## config.mk

```make
export PLATFORM = sky130hd
export DESIGN_NAME = scs_spi_port
export DESIGN_NICKNAME = d
export VERILOG_FILES = /design/src/hw/scs_spi_port.v
export VERILOG_INCLUDE_DIRS = /design/src /design/src/hw
export SDC_FILE = /design/constraint.sdc
export NUM_CORES = 1
export LEC_CHECK = 0
export ABC_AREA = 0
export BUFFER_PORTS_ARGS = -buffer_cell sky130_fd_sc_hd__buf_2
export CAP_MARGIN = 40
export CORE_MARGIN = 2
export CORE_UTILIZATION = 50
export CTS_BUF_LIST = sky130_fd_sc_hd__clkbuf_4 sky130_fd_sc_hd__clkbuf_8
export CTS_CLUSTER_SIZE = 30
export DETAILED_ROUTE_END_ITERATION = 8
export PLACE_DENSITY_LB_ADDON = 0.2
export SKIP_CTS_REPAIR_TIMING = 1
export SYNTH_ARGS = -nofsm -noshare
export SYNTH_HDL_FRONTEND = slang
export SYNTH_HIERARCHICAL = 1
export SYNTH_SLANG_ARGS = --single-unit
```

## constraint.sdc

```tcl
create_clock -name I_MCLK -period 5.3 [get_ports I_MCLK]
set_input_delay 0.265 -clock I_MCLK [delete_from_list [all_inputs] [get_ports I_MCLK]]
set_output_delay 0.265 -clock I_MCLK [all_outputs]
set_load 0.02 [all_outputs]
```

## src/hw/scs_map.vh

```
`ifndef SCS_MAP_VH
`define SCS_MAP_VH

// ****************************************
// Word and counter widths
// ****************************************
`define SCS_WORD_W        8
`define SCS_DIV_W         8
`define SCS_CNT_W         9
`define SCS_NBIT_W        4
`define SCS_BITS_PER_WORD 4'h8
`define SCS_CNT_ONE       9'h001
`define SCS_DIV_MIN       8'h01
`define SCS_FIFO_DEPTH    4
`define SCS_FIFO_AW       2

// ****************************************
// Clock stop modes
// ****************************************
`define SCS_MODE_NODLY    2'h2
`define SCS_MODE_DLY      2'h3

// ****************************************
// Master sequencer states
// ****************************************
`define SCS_ST_IDLE       5'h01
`define SCS_ST_LEAD       5'h02
`define SCS_ST_ACT        5'h04
`define SCS_ST_INACT      5'h08
`define SCS_ST_TRAIL      5'h10

// ****************************************
// Synchroniser lanes
// ****************************************
`define SCS_LANE_SCLK     0
`define SCS_LANE_TXSYNC   1
`define SCS_LANE_RXSYNC   2
`define SCS_LANE_DIN      3
`define SCS_LANES         4

`endif

```

## src/hw/scs_spi_port.v

```verilog
`timescale 1ns/10ps
`include "scs_map.vh"

// ****************************************
// Transmit word buffer
// ****************************************
module scs_fifo #(
    parameter W  = 8,
    parameter D  = 4,
    parameter AW = 2
) (
    input  wire         i_clk,
    input  wire         i_rst_n,
    input  wire         i_ce,
    input  wire [W-1:0] i_in_data,
    input  wire         i_in_valid,
    output wire         o_in_ready,
    output wire [W-1:0] o_out_data,
    output wire         o_out_valid,
    input  wire         i_out_ready
);
    localparam [AW:0] FULL = D;
    reg  [W-1:0]  mem_q [0:D-1];
    reg  [AW-1:0] wr_q;
    reg  [AW-1:0] rd_q;
    reg  [AW:0]   cnt_q;
    wire          push;
    wire          pop;

    assign o_in_ready  = (cnt_q != FULL);
    assign o_out_valid = (cnt_q != {(AW+1){1'b0}});
    assign o_out_data  = mem_q[rd_q];
    assign push        = i_in_valid & o_in_ready;
    assign pop         = o_out_valid & i_out_ready;

    always @(posedge i_clk) begin
        if (i_ce && push) begin
            mem_q[wr_q] <= i_in_data;
        end
    end

    always @(posedge i_clk) begin
        if (!i_rst_n) begin
            wr_q  <= {AW{1'b0}};
            rd_q  <= {AW{1'b0}};
            cnt_q <= {(AW+1){1'b0}};
        end else if (i_ce) begin
            if (push) begin
                wr_q <= wr_q + 1'b1;
            end
            if (pop) begin
                rd_q <= rd_q + 1'b1;
            end
            if (push && !pop) begin
                cnt_q <= cnt_q + 1'b1;
            end else if (pop && !push) begin
                cnt_q <= cnt_q - 1'b1;
            end
        end
    end
endmodule // scs_fifo

// ****************************************
// Clock-stop serial port, master or slave
// ****************************************
module scs_spi_port (
    input  wire                    I_MCLK,
    input  wire                    I_RST_N,
    input  wire                    I_CE,
    input  wire                    I_MASTER,
    input  wire [1:0]              I_CLOCK_STOP_MODE,
    input  wire                    I_TX_CLOCK_POLARITY,
    input  wire [`SCS_DIV_W-1:0]   I_SRG_CLOCK_DIVIDER,
    input  wire                    I_TX_SYNC_POLARITY,
    input  wire                    I_RX_SYNC_POLARITY,
    input  wire [`SCS_WORD_W-1:0]  I_TX_DATA,
    input  wire                    I_TX_VALID,
    output wire                    O_TX_READY,
    output wire [`SCS_WORD_W-1:0]  O_RX_DATA,
    output wire                    O_RX_VALID,
    output wire                    O_BUSY,
    output wire                    O_TX_CLOCK_DIRECTION,
    output wire                    O_RX_CLOCK_DIRECTION,
    output wire                    O_TX_SYNC_DIRECTION,
    output wire                    O_RX_SYNC_DIRECTION,
    input  wire                    I_TX_SERIAL_CLOCK_PIN,
    output wire                    O_TX_SERIAL_CLOCK_PIN,
    output wire                    O_TX_SERIAL_CLOCK_PIN_OE_N,
    input  wire                    I_TX_SYNC_PIN,
    output wire                    O_TX_SYNC_PIN,
    output wire                    O_TX_SYNC_PIN_OE_N,
    input  wire                    I_RX_SYNC_PIN,
    output wire                    O_SERIAL_OUT_PIN,
    output wire                    O_SERIAL_OUT_PIN_OE_N,
    input  wire                    I_SERIAL_IN_PIN
);
    reg                       cfg_master_q;
    reg  [1:0]                cfg_mode_q;
    reg                       cfg_pol_q;
    reg  [`SCS_DIV_W-1:0]     cfg_div_q;
    reg                       cfg_txp_q;
    reg                       cfg_rxp_q;
    reg                       tick_q;
    reg  [`SCS_LANES-1:0]     s1_q;
    reg  [`SCS_LANES-1:0]     s2_q;
    reg  [`SCS_LANES-1:0]     s3_q;
    reg  [`SCS_LANES-1:0]     stb_q;
    reg                       sclk_prev_q;
    reg                       s_sel_q;
    reg  [4:0]                st_q;
    reg  [`SCS_CNT_W-1:0]     cnt_q;
    reg  [`SCS_NBIT_W-1:0]    ecnt_q;
    reg                       sclk_q;
    reg                       frame_q;
    reg  [`SCS_WORD_W-1:0]    tsh_q;
    reg  [`SCS_WORD_W-1:0]    rsh_q;
    reg  [`SCS_NBIT_W-1:0]    nbit_q;
    reg                       smp_q;
    reg                       dout_q;
    reg                       drv_q;
    reg  [`SCS_WORD_W-1:0]    rx_data_q;
    reg                       rx_valid_q;
    wire [`SCS_LANES-1:0]     pin_in;
    wire [`SCS_DIV_W-1:0]     divc;
    wire [`SCS_CNT_W-1:0]     div9;
    wire [`SCS_CNT_W-1:0]     half_odd;
    wire [`SCS_CNT_W-1:0]     lo_len;
    wire [`SCS_CNT_W-1:0]     hi_len;
    wire [`SCS_CNT_W-1:0]     per_len;
    wire [`SCS_CNT_W-1:0]     idle_len;
    wire [`SCS_CNT_W-1:0]     act_len;
    wire [`SCS_CNT_W-1:0]     lead_len;
    wire [`SCS_CNT_W-1:0]     trail_len;
    wire                      mode_dly;
    wire                      cfg_ok;
    wire                      st_idle;
    wire                      last_b;
    wire                      s_tx_sel;
    wire                      s_rx_sel;
    wire                      s_chg;
    wire                      m_a;
    wire                      m_b;
    wire                      ev_a;
    wire                      ev_b;
    wire                      samp_ev;
    wire                      launch_ev;
    wire                      rx_act;
    wire                      fifo_valid;
    wire [`SCS_WORD_W-1:0]    fifo_data;
    wire                      m_start;
    wire                      s_start;
    wire                      s_reload;
    wire                      load;
    wire [`SCS_WORD_W-1:0]    load_word;

    // ****************************************
    // Buffer and config
    // ****************************************
    assign load      = m_start | s_start | s_reload;
    assign load_word = fifo_valid ? fifo_data : {`SCS_WORD_W{1'b0}};

    scs_fifo #(
        .W  (`SCS_WORD_W),
        .D  (`SCS_FIFO_DEPTH),
        .AW (`SCS_FIFO_AW)
    ) u_fifo (
        .i_clk       (I_MCLK),
        .i_rst_n     (I_RST_N),
        .i_ce        (I_CE),
        .i_in_data   (I_TX_DATA),
        .i_in_valid  (I_TX_VALID),
        .o_in_ready  (O_TX_READY),
        .o_out_data  (fifo_data),
        .o_out_valid (fifo_valid),
        .i_out_ready (load)
    );

    // Config only changes between transfers
    always @(posedge I_MCLK) begin
        if (!I_RST_N) begin
            cfg_master_q <= 1'b0;
            cfg_mode_q   <= 2'h0;
            cfg_pol_q    <= 1'b0;
            cfg_div_q    <= `SCS_DIV_MIN;
            cfg_txp_q    <= 1'b0;
            cfg_rxp_q    <= 1'b0;
        end else if (I_CE && st_idle && !s_sel_q && !m_start) begin
            cfg_master_q <= I_MASTER;
            cfg_mode_q   <= I_CLOCK_STOP_MODE;
            cfg_pol_q    <= I_TX_CLOCK_POLARITY;
            cfg_div_q    <= I_SRG_CLOCK_DIVIDER;
            cfg_txp_q    <= I_TX_SYNC_POLARITY;
            cfg_rxp_q    <= I_RX_SYNC_POLARITY;
        end
    end

    assign mode_dly = (cfg_mode_q == `SCS_MODE_DLY);
    assign cfg_ok   = (cfg_mode_q == `SCS_MODE_DLY) || (cfg_mode_q == `SCS_MODE_NODLY);

    // ****************************************
    // Master phase lengths
    // ****************************************
    assign divc      = (cfg_div_q == {`SCS_DIV_W{1'b0}}) ? `SCS_DIV_MIN : cfg_div_q;
    assign div9      = {1'b0, divc};
    assign per_len   = div9 + `SCS_CNT_ONE;
    assign half_odd  = per_len >> 1;
    assign lo_len    = divc[0] ? half_odd : (div9 >> 1);
    assign hi_len    = divc[0] ? half_odd : ((div9 >> 1) + `SCS_CNT_ONE);
    assign idle_len  = cfg_pol_q ? hi_len : lo_len;
    assign act_len   = cfg_pol_q ? lo_len : hi_len;
    assign lead_len  = mode_dly ? per_len : idle_len;
    assign trail_len = mode_dly ? idle_len : per_len;

    // ****************************************
    // Pin synchronisers
    // ****************************************
    assign pin_in = {I_SERIAL_IN_PIN, I_RX_SYNC_PIN, I_TX_SYNC_PIN, I_TX_SERIAL_CLOCK_PIN};

    // Slave lanes except data-in advance on the half-rate sample tick
    always @(posedge I_MCLK) begin
        if (!I_RST_N) begin
            tick_q <= 1'b0;
        end else if (I_CE) begin
            tick_q <= ~tick_q;
        end
    end

    genvar g;
    generate
        for (g = 0; g < `SCS_LANES; g = g + 1) begin : g_sync
            localparam [0:0] sel_rst = (g == `SCS_LANE_TXSYNC) || (g == `SCS_LANE_RXSYNC);
            always @(posedge I_MCLK) begin
                if (!I_RST_N) begin
                    s1_q[g]  <= sel_rst;
                    s2_q[g]  <= sel_rst;
                    s3_q[g]  <= sel_rst;
                    stb_q[g] <= sel_rst;
                end else if (I_CE) begin
                    s1_q[g] <= pin_in[g];
                    s2_q[g] <= s1_q[g];
                    s3_q[g] <= s2_q[g];
                    if ((s2_q[g] == s3_q[g]) && (tick_q || (g == `SCS_LANE_DIN))) begin
                        stb_q[g] <= s3_q[g];
                    end
                end
            end
        end
    endgenerate

    // ****************************************
    // Slave edge and select decode
    // ****************************************
    assign s_tx_sel = stb_q[`SCS_LANE_TXSYNC] ^ cfg_txp_q;
    assign s_rx_sel = stb_q[`SCS_LANE_RXSYNC] ^ cfg_rxp_q;
    assign s_chg    = stb_q[`SCS_LANE_SCLK] ^ sclk_prev_q;

    always @(posedge I_MCLK) begin
        if (!I_RST_N) begin
            sclk_prev_q <= 1'b0;
            s_sel_q     <= 1'b0;
        end else if (I_CE) begin
            sclk_prev_q <= stb_q[`SCS_LANE_SCLK];
            s_sel_q     <= s_tx_sel & ~cfg_master_q & cfg_ok;
        end
    end

    // ****************************************
    // Master clock and select sequencer
    // ****************************************
    assign st_idle = (st_q == `SCS_ST_IDLE);
    assign m_start = st_idle & cfg_master_q & cfg_ok & fifo_valid;
    assign last_b  = (ecnt_q == `SCS_BITS_PER_WORD);
    assign m_a     = ((st_q == `SCS_ST_LEAD) && (cnt_q == lead_len)) ||
                     ((st_q == `SCS_ST_INACT) && (cnt_q == idle_len));
    assign m_b     = (st_q == `SCS_ST_ACT) && (cnt_q == act_len);

    always @(posedge I_MCLK) begin
        if (!I_RST_N) begin
            st_q    <= `SCS_ST_IDLE;
            cnt_q   <= `SCS_CNT_ONE;
            ecnt_q  <= {`SCS_NBIT_W{1'b0}};
            sclk_q  <= 1'b0;
            frame_q <= 1'b0;
        end else if (I_CE) begin
            cnt_q <= cnt_q + `SCS_CNT_ONE;
            case (st_q)
                `SCS_ST_IDLE: begin
                    sclk_q  <= cfg_pol_q;
                    frame_q <= 1'b0;
                    cnt_q   <= `SCS_CNT_ONE;
                    if (m_start) begin
                        st_q    <= `SCS_ST_LEAD;
                        frame_q <= 1'b1;
                        ecnt_q  <= {`SCS_NBIT_W{1'b0}};
                    end
                end
                `SCS_ST_LEAD: begin
                    if (m_a) begin
                        st_q   <= `SCS_ST_ACT;
                        cnt_q  <= `SCS_CNT_ONE;
                        sclk_q <= ~cfg_pol_q;
                        ecnt_q <= ecnt_q + 1'b1;
                    end
                end
                `SCS_ST_ACT: begin
                    if (m_b) begin
                        st_q   <= last_b ? `SCS_ST_TRAIL : `SCS_ST_INACT;
                        cnt_q  <= `SCS_CNT_ONE;
                        sclk_q <= cfg_pol_q;
                    end
                end
                `SCS_ST_INACT: begin
                    if (m_a) begin
                        st_q   <= `SCS_ST_ACT;
                        cnt_q  <= `SCS_CNT_ONE;
                        sclk_q <= ~cfg_pol_q;
                        ecnt_q <= ecnt_q + 1'b1;
                    end
                end
                `SCS_ST_TRAIL: begin
                    if (cnt_q == trail_len) begin
                        st_q    <= `SCS_ST_IDLE;
                        frame_q <= 1'b0;
                    end
                end
                default: begin
                    st_q    <= `SCS_ST_IDLE;
                    frame_q <= 1'b0;
                end
            endcase
        end
    end

    // ****************************************
    // Shared shift datapath
    // ****************************************
    assign ev_a      = cfg_master_q ? m_a : (s_chg & (stb_q[`SCS_LANE_SCLK] != cfg_pol_q) & s_tx_sel);
    assign ev_b      = cfg_master_q ? m_b : (s_chg & (stb_q[`SCS_LANE_SCLK] == cfg_pol_q) & s_tx_sel);
    assign samp_ev   = mode_dly ? ev_a : ev_b;
    assign launch_ev = mode_dly ? ev_b : ev_a;
    assign rx_act    = cfg_master_q ? frame_q : s_rx_sel;
    assign s_start   = ~cfg_master_q & cfg_ok & s_tx_sel & ~s_sel_q;
    assign s_reload  = ~cfg_master_q & launch_ev & (nbit_q == `SCS_BITS_PER_WORD);

    always @(posedge I_MCLK) begin
        if (!I_RST_N) begin
            tsh_q      <= {`SCS_WORD_W{1'b0}};
            rsh_q      <= {`SCS_WORD_W{1'b0}};
            nbit_q     <= {`SCS_NBIT_W{1'b0}};
            smp_q      <= 1'b0;
            dout_q     <= 1'b0;
            drv_q      <= 1'b0;
            rx_data_q  <= {`SCS_WORD_W{1'b0}};
            rx_valid_q <= 1'b0;
        end else if (I_CE) begin
            rx_valid_q <= 1'b0;
            if (load) begin
                tsh_q  <= load_word;
                dout_q <= load_word[`SCS_WORD_W-1];
                nbit_q <= {`SCS_NBIT_W{1'b0}};
                smp_q  <= 1'b0;
            end else begin
                if (samp_ev && rx_act && (nbit_q != `SCS_BITS_PER_WORD)) begin
                    rsh_q  <= {rsh_q[`SCS_WORD_W-2:0], stb_q[`SCS_LANE_DIN]};
                    nbit_q <= nbit_q + 1'b1;
                    smp_q  <= 1'b1;
                    if (nbit_q == (`SCS_BITS_PER_WORD - 1'b1)) begin
                        rx_data_q  <= {rsh_q[`SCS_WORD_W-2:0], stb_q[`SCS_LANE_DIN]};
                        rx_valid_q <= 1'b1;
                    end
                end
                // A launch edge only shifts after a sample, so in no-delay mode the first one of a word is skipped
                if (launch_ev && smp_q) begin
                    tsh_q  <= {tsh_q[`SCS_WORD_W-2:0], 1'b0};
                    dout_q <= tsh_q[`SCS_WORD_W-2];
                    smp_q  <= 1'b0;
                end
            end
            if (!cfg_master_q) begin
                drv_q <= s_tx_sel & cfg_ok;
            end else if (m_start) begin
                drv_q <= 1'b1;
            end else if (mode_dly && m_b && last_b) begin
                drv_q <= 1'b0;
            end else if (!mode_dly && (st_q == `SCS_ST_TRAIL) && (cnt_q == idle_len)) begin
                drv_q <= 1'b0;
            end else if (st_idle) begin
                drv_q <= 1'b0;
            end
        end
    end

    // ****************************************
    // Outputs
    // ****************************************
    assign O_RX_DATA                  = rx_data_q;
    assign O_RX_VALID                 = rx_valid_q;
    assign O_BUSY                     = ~st_idle | s_sel_q;
    assign O_TX_CLOCK_DIRECTION       = cfg_master_q;
    assign O_TX_SYNC_DIRECTION        = cfg_master_q;
    assign O_RX_CLOCK_DIRECTION       = 1'b0;
    assign O_RX_SYNC_DIRECTION        = 1'b0;
    assign O_TX_SERIAL_CLOCK_PIN      = sclk_q;
    assign O_TX_SERIAL_CLOCK_PIN_OE_N = ~cfg_master_q;
    assign O_TX_SYNC_PIN              = frame_q ^ cfg_txp_q;
    assign O_TX_SYNC_PIN_OE_N         = ~cfg_master_q;
    assign O_SERIAL_OUT_PIN           = dout_q;
    assign O_SERIAL_OUT_PIN_OE_N      = ~drv_q;
endmodule // scs_spi_port

```

* After elaboration in Yosys (flattened, before gate mapping)
Memory sizes are Yosys's and may differ from the RTL's. A register that Yosys moved wholly into a read port is not among the register bits.
Cells that the tools add are included.
** Storage, ports and cells
- Input bits :: 30
- Memory bits (read-only) :: 0
- Logic and storage cells :: 217
- Output and inout port bits :: 21
- Flip-flop bits (word level) :: 90
- Bits in latches :: 0
- Memories kept :: 1
- Memory bits (writable) :: 32
** Memory list
- u_fifo.mem_q :: words 4, width 8, read ports 1, clocked after memory_dff 1, write ports 1, line scs_spi_port.v:23 : reg [W-1:0] mem_q [0:D-1];
** Operators by class
- Bitwise operators :: 32
- Shift operators :: 0
- Reductions and logical operators :: 53
- $lt $le $gt $ge :: 0
- Add/sub/neg operators :: 9
- Equality and inequality tests :: 27
- Multiplexer cells :: 54
- Divide/modulo/power cells :: 0
- $mul :: 0
** Operators with widths (number)
- $mux 8 :: 6
- $mux 9 :: 4
- $pmux 9 s3 :: 1
- $mux 5 :: 5
- $mux 1 :: 24
- $reduce_and 2->1 :: 11
- $pmux 5 s4 :: 1
- $logic_and 1x1->1 :: 19
- $eq 9x8->1 :: 2
- $eq 9x9->1 :: 2
- $and 1x1->1 :: 17
- $mux 4 :: 4
- $mux 7 :: 2
- $reduce_and 4->1 :: 3
- $add 8x1->9 const B :: 1
- $add 9x1->9 const B :: 1
- $reduce_bool 3->1 :: 3
- $add 4x1->4 const B :: 2
- $add 7x1->8 const B :: 1
- $eq 4x4->1 const B :: 2
- $logic_not 8->1 :: 1
- $not 1->1 :: 8
- $pmux 4 s2 :: 1
- $reduce_bool 2->1 :: 4
- 28 further kinds :: 50

* Depth between registers and ports, before layout
- Depth after elaboration :: 19
- Depth in mapped cells :: 16
- Gate-level depth less buffers :: 14

* By module
Netlist, hierarchy kept.
** By module, submodules not included
- scs_spi_port :: sequential area each 1661.6 um2, area an instance 5442.7 um2, times used 1, cells each 692
- scs_fifo :: sequential area each 1141.1 um2, area an instance 1656.6 um2, times used 1, cells each 95

* Worst setup path after synthesis
No wires, ideal clock.
- Path kind :: register -> register
- Start point :: register cfg_div_q[7]
- End point :: register rx_data_q[0] (netlist: O_RX_DATA[0])
- Setup time :: 120 ps
- Data required time :: 5180 ps
- Stages on the path, launching flop included :: 13
- Setup slack :: 2050 ps
- Period minus slack after synthesis :: 3250 ps
- Buffers on the path :: 3
- Arrival time :: 3130 ps
- Cell sequence :: dfxtp_1 > buf_4 > nor4_2 > and2_1 > buf_2 > o31ai_2 > xnor2_1 > or4_4 > nor4_4 > o31ai_2 > or4_1 > buf_4 > mux2i_1
** Between the ends
- Word-level cells in the longest chain between the ends :: 16
- Elaborated cells between the ends (all ways) :: 27
- Those cells by class :: add/sub (2); eq/ne (3); mux (10); bitwise (4); reduce/logical (8)
** Ends and longest elaborated chain
- start: declaration :: line scs_spi_port.v:100 : reg [`SCS_DIV_W-1:0] cfg_div_q;
- start signal: assignment :: line scs_spi_port.v:184 : cfg_div_q <= `SCS_DIV_MIN;
- $logic_not 8->1 :: line scs_spi_port.v:203 : assign divc = (cfg_div_q == {`SCS_DIV_W{1'b0}}) ? `SCS_DIV_MIN : cfg_div_q;
- $mux 8 * :: line scs_spi_port.v:203
- $add 8x1->9 (no line) or $add 7x1->8 (tied branches)
- $mux 8, on equally long branches :: line scs_spi_port.v:207, scs_spi_port.v:208
- $mux 8 :: line scs_spi_port.v:209 : assign idle_len = cfg_pol_q ? hi_len : lo_len;
- $mux 9 :: line scs_spi_port.v:211 : assign lead_len = mode_dly ? per_len : idle_len;
- $eq 9x9->1 :: line scs_spi_port.v:273 : assign m_a = ((st_q == `SCS_ST_LEAD) && (cnt_q == lead_len)) ||
- $logic_and 1x1->1 :: line scs_spi_port.v:273
- $logic_or 1x1->1 :: line scs_spi_port.v:273
- $mux 1 :: line scs_spi_port.v:337 : assign ev_a = cfg_master_q ? m_a : (s_chg & (stb_q[`SCS_LANE_SCLK] != cfg_pol_q) & s_tx_sel);
- $mux 1 :: line scs_spi_port.v:340 : assign launch_ev = mode_dly ? ev_b : ev_a;
- $and 1x1->1 (2 in series) :: line scs_spi_port.v:343 : assign s_reload = ~cfg_master_q & launch_ev & (nbit_q == `SCS_BITS_PER_WORD);
- $or 1x1->1 :: line scs_spi_port.v:159 : assign load = m_start | s_start | s_reload;
- $not 1->1 (no line)
- $reduce_and 4->1 (no line) *
- end signal: assignment :: line scs_spi_port.v:353 : rx_data_q <= {`SCS_WORD_W{1'b0}};
- end signal: assignment :: line scs_spi_port.v:368 : rx_data_q <= {rsh_q[`SCS_WORD_W-2:0], stb_q[`SCS_LANE_DIN]};
- end: declaration :: line scs_spi_port.v:121 : reg [`SCS_WORD_W-1:0] rx_data_q;
Every way passes the cells marked *; elsewhere a longest branch is shown, timed or not.
A chain may end at the register's enable or synchronous reset.

* Worst setup path in the final report
- Start point :: register cfg_div_q[1]
- End point :: register rx_data_q[1] (netlist: O_RX_DATA[1])
Same word-level chain as after synthesis.

==> qor.yml <==
sta:
  worstMarginPinSlew_ns: 0.9648
  finalSetupTns_ns: 0
  hold_viol: 0
  rsz0062_at_grt: "false"
  final-setup-viol-count: 0
  maxClockFrequency_mhz: 233.0
  clock_skew_ns: 0.01173
  fin_crit_sh_pct: 80.96
  whs_ns: 0.02557
  worst_slew_margin_rel_pct: 35.52
  slew_violations: 0
  timing.final.crit_period_ns: 4.291
run:
  cap_viol_max_count: 0
yosys:
  avgSynthCellArea_um2: 9.021
  synthCells: 787
  ys_types: 86
  synth_edf_count: 32
  synth_top_area_share_pct: 25.94
  ys_async_sr_fraction_pct: 0
  synth-seq-cells: 124
  synth_seq_area_share_pct: 39.48
  synth_area_leader_cell: "dfxtp_1"
  synthFlopType: "dfxtp_1"
  yosys_warnings: 6
  synth.top_cells.by_area: "dfxtp_1, edfxtp_1, mux2i_1, nand2_1, xnor2_1"
  synth_area_mm2: 0.007099
critical_path:
  crit_required_ns: 5.62
  crit_slowest_cell: "dfxtp_1"
  critPathMaxFanout: 29
  crit_type: "reg -> reg"
  crit_start: "cfg_div_q[1]$_SDFFE_PN0P_"
  path_cells: "nand4_1 -> or4b_1 -> o311ai_1 -> o21ai_1 -> a22oi_1 -> nor4b_4 -> o31ai_2 -> or4_1 -> mux2i_1"
  end_kind: "flop"
  cp_slowest_stage_delay_ns: 0.95
  crit_arrival_ns: 4.61
  timing.rr.start: "cfg_div_q[1]$_SDFFE_PN0P_"
  startpoint_type: "flop"
grt:
  antenna_found_initial: 0
  overflow: 0
  grt_use_total_pct: 23.46
  grt_use_met1_pct: 34.30
  grt_max_degree: 68
  use_met2_pct: 33.83
  busiest_layer: "met1"
  grt_pass1_wl_um: 27630
  grt_pass1_vias: 5474
  met3_usage_pct: 4.705
cts:
  cts-root-buf: "clkbuf_8"
  clkSlewWorstSetupHoldPaths_ns: 0.08
  clk_latency_ns: 0.45
  cts_sinks: 124
  clk_path_buf_depth: 2
  htree_levels: 4
  cts_tree: "built"
  numCtsBuffers: 17
detailed_routing:
  via_count: 5883
  wl_per_cell_um: 16.96
  drt_iter0_drc: 517
  drtAntennaViolNets: 0
  post-route-drc-count: 0
  drt-total-wl_um: 16750
  first_pass_iters: 5
  viasPerCell: 5.954
cells_and_area:
  drive_above_1_share_pct: 14.48
  stdcell_count: 988
  fin_nets: 836
  diodes: 0
  fill_cells: 1264
  syn_to_final_growth_pct: 8.460
  layout_commonest_cell: "dfxtp_1"
  final_cell_area_mm2: 0.007700
  final_util_pct: 55.47
  final_cell_mix: "dfxtp_1, nand2_1, nor2_1, mux2i_1, buf_2"
worst_hold_path:
  hp-start: "I_TX_DATA[7]"
  hp-class: "in -> reg"
floorplan:
  io_pins: 51
  die_h_um: 123.2
  die-area_mm2: 0.01517
  core_area_mm2: 0.01388
  row_count: 43
  initial_core_util_pct: 51.14
  die_w_um: 123.2
placed_design:
  dp_hpwl_um: 11930
  io_buffers: 48
  gp_congestion: 0.9282
  dp_cells: 956
  dpl_cell_area_mm2: 0.007325
power_and_ir_drop:
  power_leakage_nw: 2.814
  ir_worst_vdd_mv: 0.2325
  power_density_mw_per_mm2: 273.5
run_status:
  status: "completed"
-- final cells by class --
type	count	area [um2]	share of cell area [%]
clock buffers	17	234.0	3.039
multi-input cells	571	3899	50.63
flip-flops and latches	124	2803	36.40
clock inverters	15	141.4	1.836
repair buffers	55	300.3	3.900
inverters	26	97.59	1.267
well taps	180	225.2	2.925
-- stage by stage --
stage	power (W)	setup WS [ns]
floorplan	0.001271	2.050
global placement	0.001335	1.254
detailed placement	0.001344	1.077
CTS	0.002125	1.046
global route	0.002197	0.6918
finish	0.002106	1.009
-- flip-flops by register name, summed over array words and instances (netlist names), 2 cells and up, named ones only --
register	cells
O_RX_DATA	8
ecnt_q	4
tsh_q	7
cfg_mode_q	2
cnt_q	9
rsh_q	7
u_fifo/cnt_q	3
u_fifo/wr_q	2
u_fifo/rd_q	2
stb_q	4
st_q	5
s3_q	4
nbit_q	4
s1_q	4
s2_q	4
u_fifo/mem_q	32
cfg_div_q	8
-- cell families (layout without fill, tap and decap cells) --
| logic type | Yosys count | after routing | share of synthesized area, % |
|---|---|---|---|
| multiplexers | 58 | 58 | 9.623 |
| flip-flops | 124 | 124 | 39.48 |
| XOR/XNOR | 45 | 45 | 5.851 |
| other | 1 | 2 | 0.05282 |
| adder cells (fa/ha/maj) | 11 | 11 | 2.044 |
| AO/OA/AOI/OAI | 153 | 153 | 15.70 |
| buffers and inverters | 93 | 113 | 5.728 |
| AND/OR/NAND/NOR | 302 | 302 | 21.52 |
-- layer usage --
| metal | vias to the layer above | part of all wire, % |
|---|---|---|
| met5 | - | 0 |
| met4 | 0 | 1.9 |
| met3 | 23 | 5.6 |
| met2 | 190 | 43 |
| met1 | 2800 | 49 |
| li1 | 2870 | - |
-- power breakdown --
| part | internal, W | switching [W] |
|---|---|---|
| registers | 0.000999 | 0.0000510 |
| logic | 0.000111 | 0.000164 |
| clock network | 0.000377 | 0.000403 |
| total | 0.00149 | 0.000619 |
-- synthesized netlist by cell type, types with 9 or more instances --
library cell,n
ha_1,10
buf_2,13
nand4_1,16
dfxtp_1,92
nor2_1,66
buf_4,9
a21oi_1,24
xnor2_1,33
nand2b_1,9
nand2_1,91
o21ai_0,22
xor2_1,10
mux2i_1,48
clkbuf_1,37
inv_1,24
a31oi_1,11
nand3_1,20
and2_1,19
edfxtp_1,32
nor3_1,24
o211ai_1,10
-- critical path: cells and delay by family (launching register included) --
family,cells,cell delay [ns]
and+or+nand+nor,4,2.30
DFF,1,0.95
AOI/OAI and AO/OA,4,0.70
muxes,1,0.20
-- worst paths after layout --
kind | to | cells past startpoint | slack (ns)
min reg2reg | O_RX_DATA[4]$_SDFFE_PN0P_ | 2 | 0.46
min | u_fifo/mem_q[0][7]$_DFFE_PP_ | 1 | 0.03
max | O_RX_DATA[1]$_SDFFE_PN0P_ | 9 | 1.01
max reg2reg | O_RX_DATA[1]$_SDFFE_PN0P_ | 9 | 1.01
Note: power is estimated with default switching activity, not from simulation.
